`src/volume_ramp_map.svh`:
```
// Register map, field positions, reset values and timing constants of the volume ramp block
// Functional notes
// - Normal ramp-down updates every 1, 2 or 4 samples for rate codes 00, 01, 10; 11 jumps to the lower target or mute level at once.
// - Normal ramp-down lowers the level by 4, 2, 1 or 0.5 dB per update for codes 00 to 11.
// - Normal ramp-up updates every 1, 2 or 4 samples for codes 00, 01, 10; 11 restores at once.
// - Normal ramp-up raises the level by 4, 2, 1 or 0.5 dB per update for codes 00 to 11.
// - On a clock error or power loss the emergency rate field picks 1, 2, 4 samples or instant mute.
// - Emergency ramp-down lowers the level by 4, 2, 1 or 0.5 dB per update for codes 00 to 11.
// - Grouping bit 0 mutes each channel alone; 1 mutes only when both qualify at the same time.
// - Right channel silence mute acts only while its enable bit is set.
// - Left channel silence mute acts only while its enable bit is set.
// - Left channel qualifies after a zero run of 11.5 ms up to 5330 ms chosen by its 3-bit code.
// - Right channel qualifies after a zero run chosen by its 3-bit code with the same table.
// - Silence times are defined at 96 kHz and are counted in samples, so they scale with rate.
// - Level codes run from +24 dB at 0x00 in 0.5 dB steps, 0x30 is 0 dB and 0xff is mute.
`ifndef VOLUME_RAMP_MAP_SVH
`define VOLUME_RAMP_MAP_SVH

// ******************************
// Register offsets and resets
// ******************************
`define NORMAL_RAMP_OFS      8'h4e
`define EMERGENCY_RAMP_OFS   8'h4f
`define SILENCE_CTRL_OFS     8'h50
`define SILENCE_DELAY_OFS    8'h51
`define NORMAL_RAMP_RST      8'h33
`define EMERGENCY_RAMP_RST   8'h30
`define SILENCE_CTRL_RST     8'h07
`define SILENCE_DELAY_RST    8'h00

// ******************************
// Field positions (low bit)
// ******************************
`define DOWN_RATE_POS        6
`define DOWN_STEP_POS        4
`define UP_RATE_POS          2
`define UP_STEP_POS          0
`define GROUPING_POS         2
`define ENABLE_RIGHT_POS     1
`define ENABLE_LEFT_POS      0
`define DELAY_LEFT_POS       4
`define DELAY_RIGHT_POS      0

// ******************************
// Level codes and timing
// ******************************
`define LEVEL_MUTE           8'hff
`define LEVEL_0DB            8'h30
`define RATE_INSTANT         2'b11
`define SILENCE_FS_KHZ       96
`define SILENCE_T0_US        11500
`define SILENCE_T1_US        53000
`define SILENCE_T2_US        106500
`define SILENCE_T3_US        266500
`define SILENCE_T4_US        535000
`define SILENCE_T5_US        1065000
`define SILENCE_T6_US        2665000
`define SILENCE_T7_US        5330000
`define SILENCE_CNT(us)      (((us) * `SILENCE_FS_KHZ) / 1000)

`endif

```
`src/volume_ramp_pkg.sv`:
```
// Types shared by the volume ramp block and its output buffer
package volume_ramp_pkg;
   localparam int SAMPLE_W = 24;
   localparam int RUN_W    = 19;

   typedef logic [7:0]          level_t;
   typedef logic [SAMPLE_W-1:0] sample_t;
   typedef logic [RUN_W-1:0]    run_t;

   typedef struct packed {
      sample_t left;
      sample_t right;
      level_t  level_left;
      level_t  level_right;
   } frame_t;

   typedef enum logic [1:0] {
      RAMP_IDLE,
      RAMP_DOWN,
      RAMP_UP,
      RAMP_EMERGENCY
   } ramp_state_t;
endpackage

```
`src/frame_stream_if.sv`:
```
// Valid/ready carrier for processed frames between the ramp core and its buffer
`timescale 1ns/1ps
interface frame_stream_if;
   import volume_ramp_pkg::*;
   logic   valid;
   logic   ready;
   frame_t data;
   modport src (output valid, output data, input ready);
   modport snk (input valid, input data, output ready);
endinterface

```
`src/frame_buffer.sv`:
```
// Two-entry frame buffer with registered valid, data and ready
`timescale 1ns/1ps
module frame_buffer
   import volume_ramp_pkg::*;
(
   input  wire logic     sys_clk_i,
   input  wire logic     srst_i,
   frame_stream_if.snk   in_s,
   output logic          out_valid_o,
   input  wire logic     out_ready_i,
   output frame_t        out_data_o
);
   frame_t head_q, head_d, tail_q, tail_d;
   logic   head_v_q, head_v_d, tail_v_q, tail_v_d;
   logic   pop, push;

   // Ready is a flop: the upstream sees room only while the tail slot is empty
   assign in_s.ready  = ~tail_v_q;
   assign out_valid_o = head_v_q;
   assign out_data_o  = head_q;

   always_comb begin
      pop      = head_v_q & out_ready_i;
      push     = in_s.valid & ~tail_v_q;
      head_d   = head_q;
      tail_d   = tail_q;
      head_v_d = head_v_q;
      tail_v_d = tail_v_q;
      if (pop) begin
         head_d   = tail_q;
         head_v_d = tail_v_q;
         tail_v_d = 1'b0;
      end
      if (push) begin
         if (!head_v_d) begin
            head_d   = in_s.data;
            head_v_d = 1'b1;
         end else begin
            tail_d   = in_s.data;
            tail_v_d = 1'b1;
         end
      end
   end

   always_ff @(posedge sys_clk_i) begin
      if (srst_i) begin
         head_v_q <= 1'b0;
         tail_v_q <= 1'b0;
         head_q   <= '0;
         tail_q   <= '0;
      end else begin
         head_v_q <= head_v_d;
         tail_v_q <= tail_v_d;
         head_q   <= head_d;
         tail_q   <= tail_d;
      end
   end
endmodule

```
`src/volume_ramp_auto_mute.sv`:
```
// Per-channel volume ramping and silence mute for a stereo sample stream
`timescale 1ns/1ps
`include "volume_ramp_map.svh"
module volume_ramp_auto_mute
   import volume_ramp_pkg::*;
#(
   parameter logic [8*RUN_W-1:0] SILENCE_CNTS = {
      RUN_W'(`SILENCE_CNT(`SILENCE_T7_US)), RUN_W'(`SILENCE_CNT(`SILENCE_T6_US)),
      RUN_W'(`SILENCE_CNT(`SILENCE_T5_US)), RUN_W'(`SILENCE_CNT(`SILENCE_T4_US)),
      RUN_W'(`SILENCE_CNT(`SILENCE_T3_US)), RUN_W'(`SILENCE_CNT(`SILENCE_T2_US)),
      RUN_W'(`SILENCE_CNT(`SILENCE_T1_US)), RUN_W'(`SILENCE_CNT(`SILENCE_T0_US))}
)(
   input  wire logic       sys_clk_i,
   input  wire logic       srst_i,
   // Register port
   input  wire logic       reg_wr_i,
   input  wire logic       reg_rd_i,
   input  wire logic [7:0] reg_addr_i,
   input  wire logic [7:0] reg_wdata_i,
   output logic [7:0]      reg_rdata_o,
   // Level targets and emergency condition
   input  wire level_t     volume_target_left_i,
   input  wire level_t     volume_target_right_i,
   input  wire logic       emergency_i,
   // Sample input, one accepted frame per sample period
   input  wire logic       sample_valid_i,
   output logic            sample_ready_o,
   input  wire sample_t    sample_left_i,
   input  wire sample_t    sample_right_i,
   // Frame output with the applied levels
   output logic            frame_valid_o,
   input  wire logic       frame_ready_i,
   output frame_t          frame_o,
   output level_t          level_left_o,
   output level_t          level_right_o,
   output logic [1:0]      silence_muted_o
);
   // ******************************
   // Helpers
   // ******************************
   // Step size in 0.5 dB codes: 4, 2, 1, 0.5 dB
   function automatic level_t step_codes(input logic [1:0] code);
      step_codes = 8'h08 >> code;
   endfunction

   function automatic logic [1:0] rate_limit(input logic [1:0] code);
      rate_limit = 2'((3'h1 << code) - 3'h1);
   endfunction

   // Moves by one step, clamped so the target is never passed
   function automatic level_t step_toward(input level_t cur, input level_t tgt,
                                          input level_t stp);
      if (cur < tgt) begin
         step_toward = (tgt - cur < stp) ? tgt : level_t'(cur + stp);
      end else begin
         step_toward = (cur - tgt < stp) ? tgt : level_t'(cur - stp);
      end
   endfunction

   function automatic run_t silence_limit(input logic [2:0] code);
      silence_limit = SILENCE_CNTS[code*RUN_W +: RUN_W];
   endfunction

   // ******************************
   // Registers
   // ******************************
   logic [7:0] normal_q, normal_d, emerg_q, emerg_d;
   logic [7:0] sctrl_q, sctrl_d, sdelay_q, sdelay_d;
   logic [7:0] rdata_q, rdata_d;

   always_comb begin
      normal_d = normal_q;
      emerg_d  = emerg_q;
      sctrl_d  = sctrl_q;
      sdelay_d = sdelay_q;
      rdata_d  = rdata_q;
      if (reg_wr_i) begin
         unique case (reg_addr_i)
            `NORMAL_RAMP_OFS:    normal_d = reg_wdata_i;
            `EMERGENCY_RAMP_OFS: emerg_d  = reg_wdata_i;
            `SILENCE_CTRL_OFS:   sctrl_d  = reg_wdata_i;
            `SILENCE_DELAY_OFS:  sdelay_d = reg_wdata_i;
            default: ;
         endcase
      end
      if (reg_rd_i) begin
         unique case (reg_addr_i)
            `NORMAL_RAMP_OFS:    rdata_d = normal_q;
            `EMERGENCY_RAMP_OFS: rdata_d = emerg_q;
            `SILENCE_CTRL_OFS:   rdata_d = sctrl_q;
            `SILENCE_DELAY_OFS:  rdata_d = sdelay_q;
            default:             rdata_d = 8'h00;
         endcase
      end
   end

   always_ff @(posedge sys_clk_i) begin
      if (srst_i) begin
         normal_q <= `NORMAL_RAMP_RST;
         emerg_q  <= `EMERGENCY_RAMP_RST;
         sctrl_q  <= `SILENCE_CTRL_RST;
         sdelay_q <= `SILENCE_DELAY_RST;
         rdata_q  <= 8'h00;
      end else begin
         normal_q <= normal_d;
         emerg_q  <= emerg_d;
         sctrl_q  <= sctrl_d;
         sdelay_q <= sdelay_d;
         rdata_q  <= rdata_d;
      end
   end

   assign reg_rdata_o = rdata_q;

   // ******************************
   // Silence detection
   // ******************************
   run_t       run_q [2], run_d [2];
   logic [1:0] qualify, enable, mute_q, mute_d;
   logic       accept;
   logic       ready_q;

   frame_stream_if fifo_s ();

   // Count a frame only when it is really offered as taken, never in the cycle after reset
   assign accept = sample_valid_i & fifo_s.ready & ready_q;

   always_comb begin
      sample_t smp;
      logic [2:0] dcode;
      smp   = '0;
      dcode = '0;
      enable[1] = sctrl_q[`ENABLE_RIGHT_POS];
      enable[0] = sctrl_q[`ENABLE_LEFT_POS];
      for (int c = 0; c < 2; c++) begin
         smp   = (c == 0) ? sample_left_i : sample_right_i;
         dcode = (c == 0) ? sdelay_q[`DELAY_LEFT_POS +: 3] : sdelay_q[`DELAY_RIGHT_POS +: 3];
         qualify[c] = (run_q[c] >= silence_limit(dcode));
         run_d[c]   = run_q[c];
         if (accept) begin
            if (smp != '0) begin
               run_d[c] = '0;
            end else if (!qualify[c]) begin
               run_d[c] = run_t'(run_q[c] + 1'b1);
            end
         end
         qualify[c] = qualify[c] & enable[c];
      end
      if (sctrl_q[`GROUPING_POS]) begin
         mute_d = {2{&qualify}};
      end else begin
         mute_d = qualify;
      end
   end

   // ******************************
   // Level ramps
   // ******************************
   level_t      level_q [2], level_d [2];
   logic [1:0]  tick_q [2], tick_d [2];
   ramp_state_t state_q [2], state_d [2];

   always_comb begin
      level_t     goal;
      logic [1:0] rate, stp;
      goal = '0;
      rate = '0;
      stp  = '0;
      for (int c = 0; c < 2; c++) begin
         level_d[c] = level_q[c];
         tick_d[c]  = tick_q[c];
         goal = (c == 0) ? volume_target_left_i : volume_target_right_i;
         if (emergency_i || mute_q[c]) begin
            goal = `LEVEL_MUTE;
         end
         if (level_q[c] == goal) begin
            state_d[c] = RAMP_IDLE;
         end else if (emergency_i) begin
            state_d[c] = RAMP_EMERGENCY;
         end else if (goal > level_q[c]) begin
            state_d[c] = RAMP_DOWN;
         end else begin
            state_d[c] = RAMP_UP;
         end
         unique case (state_d[c])
            RAMP_EMERGENCY: begin
               rate = emerg_q[`DOWN_RATE_POS +: 2];
               stp  = emerg_q[`DOWN_STEP_POS +: 2];
            end
            RAMP_DOWN: begin
               rate = normal_q[`DOWN_RATE_POS +: 2];
               stp  = normal_q[`DOWN_STEP_POS +: 2];
            end
            RAMP_UP, RAMP_IDLE: begin
               rate = normal_q[`UP_RATE_POS +: 2];
               stp  = normal_q[`UP_STEP_POS +: 2];
            end
         endcase
         if (state_d[c] == RAMP_IDLE) begin
            tick_d[c] = 2'b00;
         end else if (rate == `RATE_INSTANT) begin
            level_d[c] = goal;
            tick_d[c]  = 2'b00;
         end else if (accept) begin
            if (tick_q[c] >= rate_limit(rate)) begin
               level_d[c] = step_toward(level_q[c], goal, step_codes(stp));
               tick_d[c]  = 2'b00;
            end else begin
               tick_d[c] = tick_q[c] + 2'b01;
            end
         end
      end
   end

   always_ff @(posedge sys_clk_i) begin
      if (srst_i) begin
         for (int c = 0; c < 2; c++) begin
            run_q[c]   <= '0;
            level_q[c] <= `LEVEL_0DB;
            tick_q[c]  <= 2'b00;
            state_q[c] <= RAMP_IDLE;
         end
         mute_q <= 2'b00;
      end else begin
         for (int c = 0; c < 2; c++) begin
            run_q[c]   <= run_d[c];
            level_q[c] <= level_d[c];
            tick_q[c]  <= tick_d[c];
            state_q[c] <= state_d[c];
         end
         mute_q <= mute_d;
      end
   end

   // ******************************
   // Output buffer
   // ******************************
   // The frame carries the level in force for that sample; a stall holds the input
   assign fifo_s.valid            = accept;
   assign fifo_s.data.left        = sample_left_i;
   assign fifo_s.data.right       = sample_right_i;
   assign fifo_s.data.level_left  = level_q[0];
   assign fifo_s.data.level_right = level_q[1];

   always_ff @(posedge sys_clk_i) begin
      if (srst_i) begin
         ready_q <= 1'b0;
      end else begin
         ready_q <= 1'b1;
      end
   end

   // Buffer ready is itself a flop; gated so nothing is offered during reset
   assign sample_ready_o  = fifo_s.ready & ready_q;
   assign level_left_o    = level_q[0];
   assign level_right_o   = level_q[1];
   assign silence_muted_o = mute_q;

   frame_buffer u_frame_buffer (
      .sys_clk_i   (sys_clk_i),
      .srst_i      (srst_i),
      .in_s        (fifo_s),
      .out_valid_o (frame_valid_o),
      .out_ready_i (frame_ready_i),
      .out_data_o  (frame_o)
   );
endmodule

```
`config.mk`:
```
export PLATFORM = sky130hd
export DESIGN_NAME = volume_ramp_auto_mute
export DESIGN_NICKNAME = d
export VERILOG_FILES = /design/src/volume_ramp_pkg.sv /design/src/frame_stream_if.sv /design/src/frame_buffer.sv /design/src/volume_ramp_auto_mute.sv
export VERILOG_INCLUDE_DIRS = /design/src
export SDC_FILE = /design/constraint.sdc
export NUM_CORES = 1
export LEC_CHECK = 0
export BUFFER_PORTS_ARGS = -buffer_cell sky130_fd_sc_hd__buf_2
export CAP_MARGIN = 30
export CORE_MARGIN = 5
export CORE_UTILIZATION = 50
export DETAILED_ROUTE_END_ITERATION = 8
export MAX_ROUTING_LAYER = met4
export PLACE_DENSITY = 0.76
export SETUP_SLACK_MARGIN = 0.3
export SLEW_MARGIN = 10
export SYNTH_ARGS = -nofsm -noshare
export SYNTH_HDL_FRONTEND = slang
export SYNTH_HIERARCHICAL = 1
export SYNTH_SLANG_ARGS = --single-unit
```
`constraint.sdc`:
```
create_clock -name sys_clk_i -period 12.5 [get_ports sys_clk_i]
set_input_delay 3.75 -clock sys_clk_i [delete_from_list [all_inputs] [get_ports sys_clk_i]]
set_output_delay 3.75 -clock sys_clk_i [all_outputs]
set_load 0.05 [all_outputs]
```
==> summary.txt <==
Layout
  • Nets@finish: 2131
  • Commonest non-fill, non-tap cell in the layout: nand2_1
  • Final Cell Area: 16500 µm²
  • Fraction of layout cells with a size suffix above 1: 17.6%
  • Most frequent cells in the layout: nand2_1 (355), dfxtp_1 (231), buf_2 (177)
  • Area Overhead vs Synth: 12.7%
  • Fill cell count: 2615
  • Diode count: 0

Routing
  • Met2 WL: 20200 µm
  • Post-route DRC: 0
  • Via density: 5.97
  • WL final: 42000 µm
  • Top Layer Used: met4
  • Drt pass-1 iters: 8
  • Drt initial violations: 1253
  • Detailed-route via count: 13900
  • Routed Antenna Nets: 0
  • WL met1: 18300 µm
  • Met3 routed WL: 2390 µm
  • Wire length per cell: 18.1 µm

Worst setup path
  • Crit end category: flop
  • R2r setup slk: 7.22 ns
  • Reg2reg start: silence_muted_o[0]$_SDFF_PP0_
  • Slowest CP cell: o211ai_2
  • Setup crit end: level_q[0][0]$_SDFFE_PP0P_
  • Crit-path cells: buf_2, or2_2, nor2_1, inv_1, ha_1, nand4_1, or2_1, o31a_2, o221ai_1, nand2_1, ha_1, nand3_1, o21ai_1, a2111oi_0, o311ai_0, or3_1, o211ai_2, a2111oi_2, a221o_1
  • WP data arrival: 8.74 ns
  • Critical Path Most Common Cell: ha_1
  • CP Data Required Time: 12.91 ns
  • Critical path type: input pin to flop
  • Reg2reg end: level_q[0][0]$_SDFFE_PP0P_
  • Crit start category: input pin
  • Worst r2r path cells: 18
  • Critical path's largest stage delay: 0.46 ns
  • Crit. Startpoint: emergency_i
  • Maximum fanout along the worst path: 17

Synth
  • Syn avg cell area: 8.06 µm²
  • Asr flop ratio synth: 0%
  • Yosys cell types: 90
  • Top_reg_cell synth: dfxtp_1
  • Simple-Gate Fraction of Synth Area: 25.2%
  • Synth area leaders: dfxtp_1 (32%), ha_1 (9.6%), nand2_1 (9.1%), a311oi_2 (6.2%), a21oi_1 (4.7%)
  • Number of synthesized flops with an enable pin: 0
  • Seq/Total Area, Yosys: 31.6%
  • Synth warnings: 6
  • Top cell type's share of synthesized area: 31.6%
  • Register bit count reported by yosys: 231
  • Cell count after synthesis: 1815
  • Largest family of logic cells by synthesized area: simple AND/OR/NAND/NOR gates
  • Xor and xnor area share after synthesis: 3.17%
  • Mapped Area: 14600 µm²
  • Syn nets: 2022
  • Mux cell area share after synthesis: 1.51%
  • Area share of fa/ha/maj cells after synthesis: 10.7%
  • Cell taking the most area after synthesis: dfxtp_1
  • Synth Area in Compound Gates: 21.9%

Placement
  • Post-DP Area: 15600 µm²
  • Post-DP HPWL: 29800 µm
  • Count of buffers from port buffering: 178
  • RePlAce Congestion: 1.00

Timing
  • Fmax: 120 MHz
  • Final clock period utilization by the worst path: 66.6%
  • Max-slew headroom: 33.6%
  • Final slew viol count: 0
  • Final Hold Vio Count: 0
  • # setup viols final: 0
  • Fin Setup TNS: 0 ns
  • Worst Max-Slew Pin Slew: 0.992 ns
  • RSZ-0062 raised after global routing: false
  • Fin crit period: 8.33 ns
  • Max Clock Skew: 0.0140 ns

Global route
  • Initial antenna violation count: 0
  • Largest net degree at the start of global routing: 83
  • First-pass GRT wire length: 67800 µm
  • Global route overflow: 0
  • Vias in the first global route: 13200
  • GRT Util Overall: 24.8%

Clock tree
  • Root Buffer: clkbuf_16
  • Sink Count: 231
  • Clock slew at reported path FFs: 0.06 ns
  • CTS tree: yes
  • H-tree depth: 1
  • Post-CTS Setup Inserts: 0
  • Longest Clk Path Bufs: 3
  • Num CTS Buffers: 26
  • Cts repair resizes: 0
  • Worst skew pair latency: 0.54 ns
  • CTS Hold Bufs: 0

Power
  • Worst IR drop on VDD: 88.4 µV
  • Switching Power: 0.809 mW
  • Internal: 1.44 mW
  • Combinational share of power: 29.7%
  • Power Density: 136 nW/µm²
  • Leakage power: 6.50 nW
  • Sequential Power Share: 36.5%
  • Clk pwr share: 33.8%
  • Sw Ratio: 36.0%

Die
  • Placement Rows: 62
  • Die Wd: 181 µm
  • I/O Pins: 179
  • Core area: 28800 µm²
  • Die height: 181 µm
  • Die footprint: 32800 µm²
  • Starting Density: 50.8%

Min path
  • Hold depth: 2
  • Hold Path Class: flop to flop

Outcome
  • Status: completed

Flow run
  • MaxCap Viol Count: 0
==> cell families (layout without fill, tap and decap cells) <==
family	Yosys count	in the layout
multiplexers	22	22
AND/OR/NAND/NOR	802	802
AO/OA/AOI/OAI	395	395
buffers and inverters	192	320
XOR/XNOR	53	53
flip-flops	231	231
adder cells (fa/ha/maj)	120	120
==> power groups by stage <==
stage               combinational [mW]  sequential (mW)  clock [mW]
floorplan                        0.410            0.912           0
global placement                 0.645            0.835           0
detailed placement               0.655            0.835           0
CTS                              0.659            0.819       0.770
global route                     0.722            0.823       0.808
finish                           0.668            0.820       0.759
==> worst min-delay path by stage <==
stage / start / end / slack, ns
global placement: u_frame_buffer/tail_q[50]$_SDFFE_PP0P_ / u_frame_buffer/tail_q[50]$_SDFFE_PP0P_ / 0.44
global route: u_frame_buffer/tail_q[7]$_SDFFE_PP0P_ / u_frame_buffer/tail_q[7]$_SDFFE_PP0P_ / 0.47
finish: u_frame_buffer/tail_q[7]$_SDFFE_PP0P_ / u_frame_buffer/tail_q[7]$_SDFFE_PP0P_ / 0.45
detailed placement: u_frame_buffer/tail_q[4]$_SDFFE_PP0P_ / u_frame_buffer/tail_q[4]$_SDFFE_PP0P_ / 0.45
CTS: u_frame_buffer/tail_q[4]$_SDFFE_PP0P_ / u_frame_buffer/tail_q[4]$_SDFFE_PP0P_ / 0.45
floorplan: sctrl_q[3]$_SDFFE_PP0P_ / sctrl_q[3]$_SDFFE_PP0P_ / 0.44
==> sequential cells by signal (all words and copies together), names as in the netlist, 2 cells and up <==
| signal | count |
|---|---|
| emerg_q | 8 |
| level_q | 16 |
| normal_q | 8 |
| reg_rdata_o | 8 |
| run_q | 38 |
| sctrl_q | 8 |
| sdelay_q | 8 |
| silence_muted_o | 2 |
| tick_q | 4 |
| u_frame_buffer/out_data_o | 64 |
| u_frame_buffer/tail_q | 64 |
==> per-stage QoR <==
step	setup WS, ns	total power [mW]	utilization [%]	hold slack [ns]	std cells
3_5_place_dp	3.68	1.49	54.3	0.447	2280
4_1_cts	4.20	2.25	57.3	0.455	2327
5_1_grt	3.73	2.35	57.3	0.469	2327
3_3_place_gp	3.87	1.48	54.0	0.442	2275
6_report	4.17	2.25	57.3	0.453	2327
2_1_floorplan	4.49	1.32	-	0.436	1815
==> synthesized netlist by cell type, types with 4 or more instances <==
cell and number:
a311oi_1 9, a21o_1 15, a211o_1 6, o21bai_1 6, nand2_1 356, dfxtp_1 231
o21a_1 8, and3_1 22, o21ai_0 43, nand4_1 39, nor3_1 81, fa_1 8
ha_1 112, a2111oi_0 5, a211oi_1 16, buf_6 10, nor2b_1 14, inv_1 75
a31oi_1 4, o311ai_1 6, or2_2 8, o221ai_1 4, buf_1 6, o2111ai_1 4
and2_1 11, nor2_1 123, nand3_1 67, nand2b_1 31, nor4_1 18, a22o_1 14
a21oi_1 136, xnor2_1 17, clkbuf_1 50, a211oi_2 4, a311oi_2 60, xor2_1 36
or3_1 11, buf_2 41, o211ai_1 7, mux2i_1 21, buf_4 7, o21ai_1 6
==> metal layers <==
metal  global-route usage, %  up-vias
met3                    2.84       84
met2                    40.5      511
met4                    7.51        0
met5                       -        -
met1                    32.5     6634
li1                        -     6666
==> area by class of cell <==
type	instances	area, µm²	area share, %
clock buffer	37	762	4.62
clock inverter	10	101	0.615
inverter	78	295	1.79
multi-input combinational	1392	9170	55.6
sequential	231	4620	28.0
tap	384	480	2.91
timing repair buffer	195	1060	6.43
==> worst max-delay path: cells and delay by family <==
family / cells / cell delay [ns]
fa+ha+maj: 2 / 0.81
compound gates: 8 / 1.99
buf+inv: 2 / 0.28
simple gates: 7 / 1.90
(Power assumes the default switching activity.)
